$ cat src/rtl/adc_ctrl_pkg.sv
package adc_ctrl_pkg;
    // register byte offsets on the bus
    localparam logic [3:0] OFF_CTRL_ONE = 4'h0;
    localparam logic [3:0] OFF_CTRL_TWO = 4'h4;
    localparam logic [3:0] OFF_CHAN_SEL = 4'h8;
    localparam logic [3:0] OFF_RESULT = 4'hC;
    localparam logic [15:0] REG_RESET = 16'h0000;

    // control register one fields
    localparam int B_ON = 15;
    localparam int B_IDLE_STOP = 13;
    localparam int B_DMA_ORDER = 12;
    localparam int B_RES = 10;
    localparam int B_OUTPUT_FORMAT_LO = 8;
    localparam int B_SRC_LO = 5;
    localparam int B_AUTO = 2;
    localparam int B_SAMPLE_CONTROL = 1;
    localparam int B_DONE = 0;
    localparam logic [15:0] CTRL_ONE_WMASK = 16'hB7FC;

    // control register two fields
    localparam int B_BUFFER_FILL_MODE = 1;
    localparam int B_ALTERNATE_INPUT_MODE = 0;
    localparam logic [15:0] CTRL_TWO_WMASK = 16'h0003;

    // channel 1..3 select fields
    localparam int B_NEG_B_LO = 9;
    localparam int B_POS_B = 8;
    localparam int B_NEG_A_LO = 1;
    localparam int B_POS_A = 0;
    localparam logic [15:0] CHAN_SEL_WMASK = 16'h0707;

    // result buffer geometry
    localparam logic [1:0] SAMPLES_PER_IRQ_M1 = 2'h3;
    localparam logic [7:0] HALF_WORDS = 8'h04;
    localparam logic [7:0] DMA_BUF_WORDS = 8'h08;

    // analog source codes: pins 0..15, op amps 16..18, low reference
    localparam logic [4:0] SRC_OA1 = 5'h10;
    localparam logic [4:0] SRC_OA2 = 5'h11;
    localparam logic [4:0] SRC_OA3 = 5'h12;
    localparam logic [4:0] SRC_VREFL = 5'h1F;

    localparam logic [1:0] RESP_OKAY = 2'h0;
    localparam logic [1:0] RESP_SLVERR = 2'h2;

    typedef enum logic [1:0] {ST_OFF, ST_SAMPLE, ST_CONVERT} conv_state_t;

    typedef struct packed {
        logic [4:0] pos;
        logic [4:0] neg;
    } route_t;

    typedef struct packed {
        logic [15:0] data;
        logic [7:0] addr;
    } result_t;
endpackage

$ cat src/rtl/adc_ctrl.sv
`timescale 1ns/1ps
module adc_ctrl (
    input wire logic aclk,
    input wire logic aresetn,
    input wire logic [31:0] s_axi_awaddr,
    input wire logic [2:0] s_axi_awprot,
    input wire logic s_axi_awvalid,
    output logic s_axi_awready,
    input wire logic [31:0] s_axi_wdata,
    input wire logic [3:0] s_axi_wstrb,
    input wire logic s_axi_wvalid,
    output logic s_axi_wready,
    output logic [1:0] s_axi_bresp,
    output logic s_axi_bvalid,
    input wire logic s_axi_bready,
    input wire logic [31:0] s_axi_araddr,
    input wire logic [2:0] s_axi_arprot,
    input wire logic s_axi_arvalid,
    output logic s_axi_arready,
    output logic [31:0] s_axi_rdata,
    output logic [1:0] s_axi_rresp,
    output logic s_axi_rvalid,
    input wire logic s_axi_rready,
    input wire logic idle_mode,
    input wire logic [2:0] op_amp_enable,
    input wire logic conv_trigger,
    input wire logic conv_result_valid,
    input wire logic [11:0] conv_result_raw,
    input wire logic [1:0] conv_result_chan,
    output logic converter_active,
    output logic sample_active,
    output logic conv_start,
    output logic input_set_second,
    output adc_ctrl_pkg::route_t route_ch1,
    output adc_ctrl_pkg::route_t route_ch2,
    output adc_ctrl_pkg::route_t route_ch3,
    output logic dma_write_valid,
    output adc_ctrl_pkg::result_t dma_write,
    output logic buffer_irq
);
    import adc_ctrl_pkg::*;

    conv_state_t state_r, state_nxt;
    logic [15:0] ctrl1_r, ctrl1_nxt;
    logic [15:0] ctrl2_r, ctrl2_nxt;
    logic [15:0] chsel_r, chsel_nxt;
    logic sample_control_r, sample_control_nxt;
    logic done_r, done_nxt;
    logic alt_phase_r, alt_phase_nxt;
    logic half_r, half_nxt;
    logic [1:0] cnt_r, cnt_nxt;
    logic [15:0] last_r;
    logic dma_valid_r, irq_r;
    result_t dma_r;

    // bus slave state: address and data are parked until both have arrived
    logic aw_held_r, w_held_r, bvalid_r, rvalid_r;
    logic [3:0] aw_addr_r;
    logic aw_bad_r;
    logic [15:0] wdata_r;
    logic [1:0] wstrb_r;
    logic [1:0] bresp_r, rresp_r;
    logic [31:0] rdata_r;

    wire aw_fire = s_axi_awvalid && s_axi_awready;
    wire w_fire = s_axi_wvalid && s_axi_wready;
    wire ar_fire = s_axi_arvalid && s_axi_arready;
    wire do_write = aw_held_r && w_held_r && !bvalid_r;
    wire [15:0] byte_mask = {{8{wstrb_r[1]}}, {8{wstrb_r[0]}}};
    wire wr_ctrl1 = do_write && !aw_bad_r && aw_addr_r == OFF_CTRL_ONE;
    wire wr_ctrl2 = do_write && !aw_bad_r && aw_addr_r == OFF_CTRL_TWO;
    wire wr_chsel = do_write && !aw_bad_r && aw_addr_r == OFF_CHAN_SEL;
    wire wr_low = wr_ctrl1 && wstrb_r[0];
    wire aw_unmapped = s_axi_awaddr[31:4] != 28'h0000000 || s_axi_awaddr[1:0] != 2'h0;
    wire ar_unmapped = s_axi_araddr[31:4] != 28'h0000000 || s_axi_araddr[1:0] != 2'h0;

    assign s_axi_awready = !aw_held_r;
    assign s_axi_wready = !w_held_r;
    assign s_axi_bvalid = bvalid_r;
    assign s_axi_bresp = bresp_r;
    assign s_axi_arready = !rvalid_r;
    assign s_axi_rvalid = rvalid_r;
    assign s_axi_rdata = rdata_r;
    assign s_axi_rresp = rresp_r;

    // control decode
    wire ctrl_on = ctrl1_r[B_ON];
    wire idle_stop = ctrl1_r[B_IDLE_STOP];
    wire dma_order = ctrl1_r[B_DMA_ORDER];
    wire res12 = ctrl1_r[B_RES];
    wire [1:0] output_format = ctrl1_r[B_OUTPUT_FORMAT_LO +: 2];
    wire [2:0] trig_src = ctrl1_r[B_SRC_LO +: 3];
    wire auto_sample = ctrl1_r[B_AUTO];
    wire buffer_fill_mode = ctrl2_r[B_BUFFER_FILL_MODE];
    wire alternate_input_mode = ctrl2_r[B_ALTERNATE_INPUT_MODE];
    wire run = ctrl_on && !(idle_stop && idle_mode);
    wire sw_sample_control_clear = wr_low && !wdata_r[B_SAMPLE_CONTROL];
    wire sw_done_clear = wr_low && !wdata_r[B_DONE];
    // manual source: software ends sampling, which starts the conversion
    wire start = sample_control_r && (trig_src == 3'h0 ? sw_sample_control_clear : conv_trigger);
    wire result_fire = state_r == ST_CONVERT && run && conv_result_valid;
    wire irq_now = result_fire && cnt_r == SAMPLES_PER_IRQ_M1;

    assign converter_active = run && state_r != ST_OFF;
    assign sample_active = run && state_r == ST_SAMPLE && sample_control_r;
    assign conv_start = run && state_r == ST_SAMPLE && start;
    assign input_set_second = alternate_input_mode && alt_phase_r;

    // channel select fields vanish in 12-bit mode
    wire [15:0] chsel_rd = res12 ? 16'h0000 : chsel_r;
    wire [1:0] neg_sel = input_set_second ? chsel_rd[B_NEG_B_LO +: 2] : chsel_rd[B_NEG_A_LO +: 2];
    wire pos_sel = input_set_second ? chsel_rd[B_POS_B] : chsel_rd[B_POS_A];
    wire [4:0] oa1_an3 = op_amp_enable[0] ? SRC_OA1 : 5'h03;
    wire [4:0] oa2_an0 = op_amp_enable[1] ? SRC_OA2 : 5'h00;
    wire [4:0] oa3_an6 = op_amp_enable[2] ? SRC_OA3 : 5'h06;
    route_t route_arr [3];

    genvar k;
    generate
        for (k = 0; k < 3; k++) begin : g_route
            wire [4:0] pos_one = k == 0 ? oa1_an3 : (k == 1 ? oa2_an0 : oa3_an6);
            wire [4:0] pos_zero = k == 0 ? oa2_an0 : 5'(k);
            wire [4:0] neg_ten = k == 0 ? oa3_an6 : 5'(6 + k);
            assign route_arr[k].pos = pos_sel ? pos_one : pos_zero;
            assign route_arr[k].neg = neg_sel == 2'h3 ? 5'(9 + k) :
                (neg_sel == 2'h2 ? neg_ten : SRC_VREFL);
        end
    endgenerate

    assign route_ch1 = route_arr[0];
    assign route_ch2 = route_arr[1];
    assign route_ch3 = route_arr[2];

    // output format
    wire [9:0] d10 = conv_result_raw[9:0];
    wire [11:0] d12 = conv_result_raw;
    logic [15:0] fmt;
    always_comb begin
        if (res12) begin
            case (output_format)
                2'h0: fmt = {4'h0, d12};
                2'h1: fmt = {{4{~d12[11]}}, d12};
                2'h2: fmt = {d12, 4'h0};
                default: fmt = {~d12[11], d12[10:0], 4'h0};
            endcase
        end else begin
            case (output_format)
                2'h0: fmt = {6'h00, d10};
                2'h1: fmt = {{6{~d10[9]}}, d10};
                2'h2: fmt = {d10, 6'h00};
                default: fmt = {~d10[9], d10[8:0], 6'h00};
            endcase
        end
    end

    // result addressing; 12-bit mode has one channel so its index is forced low
    wire [1:0] chan_idx = res12 ? 2'h0 : conv_result_chan;
    wire [7:0] slot = (half_r ? HALF_WORDS : 8'h00) + {6'h00, cnt_r};
    wire [7:0] sg_base = 8'(chan_idx * DMA_BUF_WORDS);
    wire [7:0] res_addr = dma_order ? slot : 8'(sg_base + slot);

    always_comb begin
        state_nxt = state_r;
        case (state_r)
            ST_OFF: begin
                if (run) begin
                    state_nxt = ST_SAMPLE;
                end
            end
            ST_SAMPLE: begin
                if (!run) begin
                    state_nxt = ST_OFF;
                end else if (start) begin
                    state_nxt = ST_CONVERT;
                end
            end
            ST_CONVERT: begin
                if (!run) begin
                    state_nxt = ST_OFF;
                end else if (conv_result_valid) begin
                    state_nxt = ST_SAMPLE;
                end
            end
            default: state_nxt = ST_OFF;
        endcase
    end

    // hardware set beats a same-cycle software clear
    always_comb begin
        if (!run) begin
            sample_control_nxt = 1'b0;
        end else if (result_fire && auto_sample) begin
            sample_control_nxt = 1'b1;
        end else if (start) begin
            sample_control_nxt = 1'b0;
        end else if (wr_low) begin
            sample_control_nxt = wdata_r[B_SAMPLE_CONTROL];
        end else begin
            sample_control_nxt = sample_control_r;
        end
        if (result_fire) begin
            done_nxt = 1'b1;
        end else if (sw_done_clear || (run && state_r == ST_SAMPLE && start)) begin
            done_nxt = 1'b0;
        end else begin
            done_nxt = done_r;
        end
    end

    always_comb begin
        ctrl1_nxt = wr_ctrl1 ? (ctrl1_r & ~(CTRL_ONE_WMASK & byte_mask)) |
            (wdata_r & CTRL_ONE_WMASK & byte_mask) : ctrl1_r;
        ctrl2_nxt = wr_ctrl2 ? (ctrl2_r & ~(CTRL_TWO_WMASK & byte_mask)) |
            (wdata_r & CTRL_TWO_WMASK & byte_mask) : ctrl2_r;
        chsel_nxt = (wr_chsel && !res12) ? (chsel_r & ~(CHAN_SEL_WMASK & byte_mask)) |
            (wdata_r & CHAN_SEL_WMASK & byte_mask) : chsel_r;
        alt_phase_nxt = !alternate_input_mode ? 1'b0 : (result_fire ? !alt_phase_r : alt_phase_r);
        cnt_nxt = result_fire ? (irq_now ? 2'h0 : 2'(cnt_r + 2'h1)) : cnt_r;
        half_nxt = irq_now ? (buffer_fill_mode && !half_r) : half_r;
    end

    always_ff @(posedge aclk) begin
        if (!aresetn) begin
            state_r <= ST_OFF;
            ctrl1_r <= REG_RESET;
            ctrl2_r <= REG_RESET;
            chsel_r <= REG_RESET;
            sample_control_r <= 1'b0;
            done_r <= 1'b0;
            alt_phase_r <= 1'b0;
            half_r <= 1'b0;
            cnt_r <= 2'h0;
        end else begin
            state_r <= state_nxt;
            ctrl1_r <= ctrl1_nxt;
            ctrl2_r <= ctrl2_nxt;
            chsel_r <= chsel_nxt;
            sample_control_r <= sample_control_nxt;
            done_r <= done_nxt;
            alt_phase_r <= alt_phase_nxt;
            half_r <= half_nxt;
            cnt_r <= cnt_nxt;
        end
    end

    always_ff @(posedge aclk) begin
        if (!aresetn) begin
            dma_valid_r <= 1'b0;
            dma_r <= '0;
            irq_r <= 1'b0;
            last_r <= 16'h0000;
        end else begin
            dma_valid_r <= result_fire;
            irq_r <= irq_now;
            if (result_fire) begin
                dma_r <= '{data: fmt, addr: res_addr};
                last_r <= fmt;
            end
        end
    end

    assign dma_write_valid = dma_valid_r;
    assign dma_write = dma_r;
    assign buffer_irq = irq_r;

    // read mux; live status bits merged into control one
    wire [3:0] ra = s_axi_araddr[3:0];
    wire [15:0] ctrl1_rd = (ctrl1_r & CTRL_ONE_WMASK) | {14'h0000, sample_control_r, done_r};
    wire [15:0] rd_mux = ra == OFF_CTRL_ONE ? ctrl1_rd :
        (ra == OFF_CTRL_TWO ? ctrl2_r : (ra == OFF_CHAN_SEL ? chsel_rd : last_r));

    always_ff @(posedge aclk) begin
        if (!aresetn) begin
            aw_held_r <= 1'b0;
            w_held_r <= 1'b0;
            bvalid_r <= 1'b0;
            aw_addr_r <= 4'h0;
            aw_bad_r <= 1'b0;
            wdata_r <= 16'h0000;
            wstrb_r <= 2'h0;
            bresp_r <= RESP_OKAY;
        end else begin
            if (aw_fire) begin
                aw_held_r <= 1'b1;
                aw_addr_r <= s_axi_awaddr[3:0];
                aw_bad_r <= aw_unmapped;
            end else if (do_write) begin
                aw_held_r <= 1'b0;
            end
            if (w_fire) begin
                w_held_r <= 1'b1;
                wdata_r <= s_axi_wdata[15:0];
                wstrb_r <= s_axi_wstrb[1:0];
            end else if (do_write) begin
                w_held_r <= 1'b0;
            end
            if (do_write) begin
                bvalid_r <= 1'b1;
                bresp_r <= (aw_bad_r || aw_addr_r == OFF_RESULT) ? RESP_SLVERR : RESP_OKAY;
            end else if (s_axi_bready) begin
                bvalid_r <= 1'b0;
            end
        end
    end

    always_ff @(posedge aclk) begin
        if (!aresetn) begin
            rvalid_r <= 1'b0;
            rdata_r <= 32'h00000000;
            rresp_r <= RESP_OKAY;
        end else if (ar_fire) begin
            rvalid_r <= 1'b1;
            rdata_r <= ar_unmapped ? 32'h00000000 : {16'h0000, rd_mux};
            rresp_r <= ar_unmapped ? RESP_SLVERR : RESP_OKAY;
        end else if (s_axi_rready) begin
            rvalid_r <= 1'b0;
        end
    end
endmodule

$ cat config.mk
export PLATFORM = sky130hd
export DESIGN_NAME = adc_ctrl
export DESIGN_NICKNAME = d
export VERILOG_FILES = /design/src/rtl/adc_ctrl_pkg.sv /design/src/rtl/adc_ctrl.sv
export SDC_FILE = /design/constraint.sdc
export NUM_CORES = 1
export LEC_CHECK = 0
export BUFFER_PORTS_ARGS = -buffer_cell sky130_fd_sc_hd__buf_2
export CAP_MARGIN = 20
export CORE_ASPECT_RATIO = 0.8
export CORE_UTILIZATION = 41
export DETAILED_ROUTE_END_ITERATION = 6
export GPL_TIMING_DRIVEN = 0
export PLACE_DENSITY = 0.83
export SLEW_MARGIN = 20
export SYNTH_ARGS = -nofsm -noshare
export SYNTH_HDL_FRONTEND = slang
export SYNTH_SLANG_ARGS = --single-unit
$ cat constraint.sdc
create_clock -name aclk -period 1.7 [get_ports aclk]
set_input_delay 0.34 -clock aclk [delete_from_list [all_inputs] [get_ports aclk]]
set_output_delay 0.34 -clock aclk [all_outputs]
set_load 0.005 [all_outputs]
; ---- After elaboration in Yosys (flattened, before gate mapping)
; Index checks and enable logic that the tools add are counted.
[totals]
reg_bits = 145
in_bits = 133
wordCells = 164
[op_classes]
addsub = 3
eq_ne = 15
mux = 47
bitwise_logic = 15
reduce_logical = 60
[op_table]
columns = cell, n
row1 = $mux 16, 6
row2 = $pmux 16 s3, 2
row3 = $and 16x16->16, 4
row4 = $mux 5, 12
row5 = $reduce_bool 28->1, 2
row6 = $or 16x16->16, 3
row7 = $logic_and 1x1->1, 26
row8 = $mux 2, 10
row9 = $and 11x16->16, 1
row10 = $and 2x16->16, 1
row11 = $not 11->16, 1
row12 = $not 16->16, 1
row13 = $not 2->16, 1
row14 = $or 16x2->16, 1
row15 = $reduce_bool 2->1, 8
row16 = $mux 1, 14
row17 = $eq 4x4->1 const B, 3
row18 = $logic_not 1->1, 11
row19 = $eq 2x2->1 const B, 5
row20 = $eq 4x3->1 const B, 2
row21 = $logic_not 4->1, 2
row22 = $add 5x4->6, 1
row23 = $mux 6, 1
row24 = $ne 3x3->1 const B, 2
row25 = other kinds (13), 20

; ---- Logic depth before layout (Yosys ltp)
; Gate-level depths: netlist of the first run.
[logic_depth]
ltp_word = 12
ltp_mapped = 6

; ---- Least setup slack after synthesis of the first run
; No wires, ideal clock.
[synth_path]
kind = reg-to-output
startpoint = register with a tool-made name
endpoint = output port route_ch1[9] (netlist bit)
t_arrival_ps = 1308
required_ps = 1360
path_slack_ps = 52
path_stages_with_launch = 5
n_path_buf = 1
path_cell_list = dfxtp_1 > buf_2 > nand2b_1 > mux2i_1 > mux2_2
[synth_rtl]
columns = item, line_no
row1 = "end, declared", adc_ctrl.sv:34  ; output adc_ctrl_pkg::route_t route_ch1,

; ---- Final worst setup path of the first run
[layout_path]
startpoint = register aw_bad_r
endpoint = output port conv_start
[layout_between]
elab_chain_cells = 8
[layout_lines]
columns = item, line_no
row1 = "start, declared", adc_ctrl.sv:59  ; logic aw_bad_r;
row2 = "start signal, assigned", adc_ctrl.sv:286  ; aw_bad_r <= aw_unmapped;
row3 = $logic_not 1->1, adc_ctrl.sv:70  ; wire wr_ctrl1 = do_write && !aw_bad_r && aw_addr_r == OFF_CTRL_ONE;
row4 = $logic_and 1x1->1 (2 in series), adc_ctrl.sv:70
row5 = $logic_and 1x1->1, adc_ctrl.sv:73  ; wire wr_low = wr_ctrl1 && wstrb_r[0];
row6 = $logic_and 1x1->1, adc_ctrl.sv:97  ; wire sw_sample_control_clear = wr_low && !wdata_r[B_SAMPLE_CONTROL];
row7 = $mux 1, adc_ctrl.sv:100  ; wire start = sample_control_r && (trig_src == 3'h0 ? sw_sample_control_clear : conv_trigger);
row8 = $logic_and 1x1->1, adc_ctrl.sv:100
row9 = $logic_and 1x1->1, adc_ctrl.sv:106  ; assign conv_start = run && state_r == ST_SAMPLE && start;
row10 = "end, declared", adc_ctrl.sv:32  ; output logic conv_start,
; No other way between the ends.

==> results.yml, run 1 <==
die:
  die_w_um: 120
  io_pins: 234
  core_region_area_um2: 10500
  die_y_um: 96.1
  rows: 33
  initial_core_util_pct: 43.2
  die_area_um2: 11500
clocking:
  ctsHoldBuffers: 0
  clkSinkCount: 94
  cts_tree: "built"
  root_buffer: "clkbuf_16"
  clkSlewWorstSetupHoldPaths_ps: 70
  worstSkewPairLatency_ps: 350
  h-tree-depth: 3
  clock_path_buffers: 2
  cts_buffers: 9
worst_setup_path:
  endpoint_kind: "output port"
  critPathKind: "reg2out"
  cp.arrival_ps: 1630
  path_max_fanout: 2
  critPathLaunchType: "flip-flop"
  worst_ep_required_time_ps: 1360
grt:
  antenna_found_initial: 0
  grt_max_degree: 19
  grt_pass1_wl_um: 22500
  track_usage_pct: 25.5
  grt_overflow_total: 0
  first_global_vias: 4476
finish:
  syn_to_final_growth_pct: 41.8
  drive_gt1_share_pct: 40.1
  fin_nets: 912
  final_area_um2: 6430
  diodes: 0
synthesis:
  syn_inst: 544
  syn_area_um2: 4530
  ys_seq_elements: 94
  synth_enable_flop_cells: 0
  synthArstFlopShare_pct: 0
  syn_avg_cell_area_um2: 8.34
  synth_flop_cell: "dfxtp_1"
  yosysTopAreaCellShare_pct: 41.5
  post-synth-top-area-cell: "dfxtp_1"
  synth_cell_types: 53
  synth_warnings: 0
  ys_seq_area_share_pct: 41.5
  synthTopCellsByArea: "dfxtp_1, nand2_1, mux2i_1, buf_4, a21oi_1"
min_path:
  hp-class: "in2reg"
timing:
  period_needed_ps: 1970
  period_share_pct: 116
  clock.fmax_mhz: 507
  finalWorstSetupSlack_ps: -274
  worst_pin_slew_ps: 693
  rsz0062_at_grt: "yes"
  maxSlewHeadroom_pct: 53.8
  tns_ps: -3620
  hold_violations: 0
  finClkSkew_ps: 7.67
  timing.hold.ws_ps: 199
  final_max_slew_viol_count: 0
  setup_viol: 21
power:
  power.density_nw_per_um2: 784
  p_leak_nw: 2.99
  peakVddDrop_uv: 523
drt:
  num_vias: 4826
  wl_per_cell_um: 16.1
  via_per_inst: 5.23
  first_iter_violations: 355
  ant_nets: 0
  post-route-drc-count: 0
  firstDrtPassIters: 5
  wl_um: 14900
place:
  dpl_cell_area_um2: 5700
  place_congestion: 0.932
  place_hpwl_um: 10800
  io_buffers: 176
run:
  max-cap-violations: 0
outcome:
  violations: "setup timing"
  outcome: "finished with violations"
## placed cells by master (no fill, tap or decap), drive strengths merged, types with 4 or more instances in the layout
master	count
nor3	5
mux2	6
and2	4
o21ai	21
nand4	8
clkbuf	28
mux2i	32
a21oi	50
nand2b	10
nor4	16
nor3b	4
nor2b	8
o211ai	6
nand2	86
buf	242
nor2	43
conb	31
nand3b	8
a22oi	9
dfxtp	94
nand3	9
inv	18
## path summary, 6_finish.rpt
check                 startpoint  slack, ps  depth (start not counted)              to
setup / recovery        aw_bad_r       -270                          5      conv_start
hold / removal      s_axi_rready        200                          2    s_axi_rvalid
setup reg to reg        aw_bad_r         60                          6       flip-flop
hold reg to reg   s_axi_rdata[3]        450                          2  s_axi_rdata[3]
## synthesized netlist by cell type, types with 2 or more instances
cell type	number
a211o_1	2
buf_4	40
mux2_2	6
a2bb2oi_1	3
a22oi_1	9
a211oi_1	2
o211ai_1	6
mux2i_1	32
a21oi_1	50
and2_1	4
nand2_1	86
and4_1	3
nor3b_1	4
nor2_1	43
o21ai_0	21
or3_1	3
clkbuf_1	20
dfxtp_1	94
nor4_1	15
nand2b_1	10
inv_1	15
a221oi_1	2
nand3_1	8
and3_1	3
o311a_1	2
nand4_1	7
nor2b_1	8
nor3_1	5
a311oi_1	3
buf_2	7
nand3b_1	8
conb_1	2
## kinds of logic after synthesis
kind of cell / share of synthesized area [%]
simple gates: 23.6
compound gates: 15.4
flops: 41.5
buf+inv: 10.3
mux: 8.55
other cells: 0.166
fa+ha+maj: 0.276
xor+xnor: 0.193
## where the power goes
part           switching [mW]  internal [mW]  leakage (nW)  total [mW]
clock network           0.960           1.33         0.165        2.29
logic                   0.240          0.234          2.06       0.475
registers              0.0430           2.24         0.767        2.28
## layout make-up
type                    count  area, um2
well taps                 140        175
flip-flops and latches     94       1900
multi-input cells         397       2470
fillers                   888       4060
repair buffers            195       1070
inverters                  15       56.3
clock inverters             7        114
clock buffers               9        225
plain buffers              66        427
## per-stage QoR
step	utilization, %	total power [mW]	setup slack (ps)	std cells
floorplan	-	2.55	51.6	573
global placement	54.3	2.75	-321	889
detailed placement	54.3	2.76	-394	889
CTS	60.2	5.03	-240	921
global route	61.3	5.20	-328	923
finish	61.3	5.04	-274	923
## routing by layer
layer,GRT usage (%),share of wire [%]
met1,29.9,40
met2,44.7,48
met4,9.79,2.7
met5,0,0
met3,7.17,9.2
## worst max-delay path, cell delays in order (launching register included)
cell	delay [ps]
dfxtp_2	330
nor4bb_2	270
buf_2	170
a41o_1	220
and3_4	210
buf_6	90
## timing repair
action / CTS / global route
setup buffers: 16 / 4
endpoints found under the setup margin: 38 / 55
pin swaps: 11 / 6
hold endpoints to repair: 0 / 0
resized for setup: 43 / 33
No activity file was read; power rests on OpenSTA's default activity.
==> run 2, diff against run 1 <==
--- a/config.mk
+++ b/config.mk
@@ -8,10 +8,11 @@
 export BUFFER_PORTS_ARGS = -buffer_cell sky130_fd_sc_hd__buf_2
 export CAP_MARGIN = 20
 export CORE_ASPECT_RATIO = 0.8
-export CORE_UTILIZATION = 41
+export CORE_UTILIZATION = 42
+export CTS_BUF_LIST = sky130_fd_sc_hd__clkbuf_8
 export DETAILED_ROUTE_END_ITERATION = 6
 export GPL_TIMING_DRIVEN = 0
-export PLACE_DENSITY = 0.83
+export PLACE_DENSITY = 0.85
 export SLEW_MARGIN = 20
 export SYNTH_ARGS = -nofsm -noshare
 export SYNTH_HDL_FRONTEND = slang
==> run 2 against run 1 <==
The run still ends with setup timing left. Combinational power fell by 0.8%. Register-to-register slack worse by 60 ps. Utilization is 0.84 points lower. Sequential cell count unchanged. Maximum frequency decreased by 2.9%. Cell area down 2.5%. Non-clock buffer count shrank 2. Setup slack worse by 59 ps. Clock skew up 1.6 ps. Sequential share of layout area is 0.77 points higher.
==> results.yml, run 2 (synthesized netlist as in run 1, its figures left out) <==
die:
  die_y_um: 94.9
  initial_core_util_pct: 43.8
  core_region_area_um2: 10400
  die_w_um: 118
  io_pins: 234
  die_area_um2: 11200
  rows: 33
worst_setup_path:
  cp_top_family: "simple AND/OR/NAND/NOR gates"
  worst_ep_required_time_ps: 1360
  slowest_stage: "dfxtp_4"
  rrSetupSlack_ps: 0
  path_max_fanout: 2
  crit_buf_inv: 2
  crit_chain: "nor4bb_4, buf_2, a41o_1, and3_4, buf_6"
  rr_endpoint: "sample_control_r"
  rr_worst_depth: 6
  slowest_delay_ps: 360
  cp.arrival_ps: 1690
  critPathKind: "reg2out"
  endpoint_kind: "output port"
  r2r-start: "s_axi_bvalid"
  critPathLaunchType: "flip-flop"
grt:
  antenna_found_initial: 0
  grt_overflow_total: 0
  track_usage_pct: 24.9
  grt_pass1_wl_um: 21700
  grt_max_degree: 17
  first_global_vias: 4421
timing:
  final_max_slew_viol_count: 0
  timing.hold.ws_ps: 151
  period_share_pct: 120
  hold_violations: 0
  worst_pin_slew_ps: 690
  clock.fmax_mhz: 492
  rsz0062_at_grt: "yes"
  setup_viol: 22
  maxSlewHeadroom_pct: 54.0
  finClkSkew_ps: 9.29
  finalWorstSetupSlack_ps: -333
  period_needed_ps: 2030
power:
  peakVddDrop_uv: 381
  power_mw: 4.26
  p_leak_nw: 2.90
  power.density_nw_per_um2: 680
min_path:
  hold_path_end: "s_axi_rvalid"
  hold_depth: 2
  hold_start: "s_axi_rready"
  hp-class: "in2reg"
drt:
  firstDrtPassIters: 5
  ant_nets: 0
  post-route-drc-count: 0
  num_vias: 4778
  first_iter_violations: 381
  via_per_inst: 5.19
  wl_per_cell_um: 15.4
  wl_um: 14200
finish:
  final_cell_mix: "buf_2, nand2_1, dfxtp_1"
  fin_nets: 910
  diodes: 0
  final_core_util_pct: 60.5
  drive_gt1_share_pct: 39.2
  final_common_cell: "buf_2"
  syn_to_final_growth_pct: 38.2
run:
  max-cap-violations: 0
clocking:
  cts_tree: "built"
  worstSkewPairLatency_ps: 380
  root_buffer: "clkbuf_8"
  clkSinkCount: 94
  clock_path_buffers: 2
  clkSlewWorstSetupHoldPaths_ps: 90
  h-tree-depth: 3
  cts_buffers: 9
  ctsHoldBuffers: 0
outcome:
  violations: "setup timing"
  outcome: "finished with violations"
place:
  io_buffers: 176
  place_hpwl_um: 10500
  place_congestion: 0.914
[run 2: area by class of cell]
cell class | count | area, um2
Buffer | 67 | 445
Clock buffer | 9 | 124
Clock inverter | 7 | 72.6
Fill cell | 878 | 4100
Inverter | 15 | 56.3
Multi-Input combinational cell | 397 | 2460
Sequential cell | 94 | 1900
Tap cell | 140 | 175
Timing Repair Buffer | 192 | 1040
[run 2: worst max path at each step]
stage,from,depth (start not counted),endpoint
after global placement,flip-flop,5,route_ch1[9]
after global routing,s_axi_bvalid,5,conv_start
after floorplan,flip-flop,4,route_ch1[9]
after detailed placement,flip-flop,5,route_ch1[9]
after CTS,flip-flop,5,route_ch1[9]
final,s_axi_bvalid,5,conv_start
[run 2: timing repair]
action / in CTS / in global routing
resized for setup: 39 / 39
pin swaps: 8 / 8
buffers inserted: 10 / 7
endpoints found under the setup margin: 35 / 68
[run 2: stage by stage]
step / setup WS, ps / cell area, um2 / cells / TNS (ps)
detailed placement: -442 / 5700 / 889 / -11050
CTS: -279 / 6120 / 915 / -4220
floorplan: 51.6 / 4640 / 573 / 0
global route: -394 / 6270 / 921 / -6410
global placement: -368 / 5700 / 889 / -9170
finish: -333 / 6270 / 921 / -4790
[run 2: power breakdown]
group          switching (mW)  total, mW  internal [mW]
registers              0.0409       2.28           2.24
clock network           0.819       1.51          0.690
logic                   0.239      0.471          0.232
[run 2: routing by layer]
layer | GRT usage, % | vias up | wire [um]
li1 | - | 2302 | -
met1 | 30.0 | 2175 | 5800
met2 | 42.7 | 273 | 6630
met3 | 7.13 | 28 | 1450
met4 | 8.87 | 0 | 276
met5 | 0 | - | 0
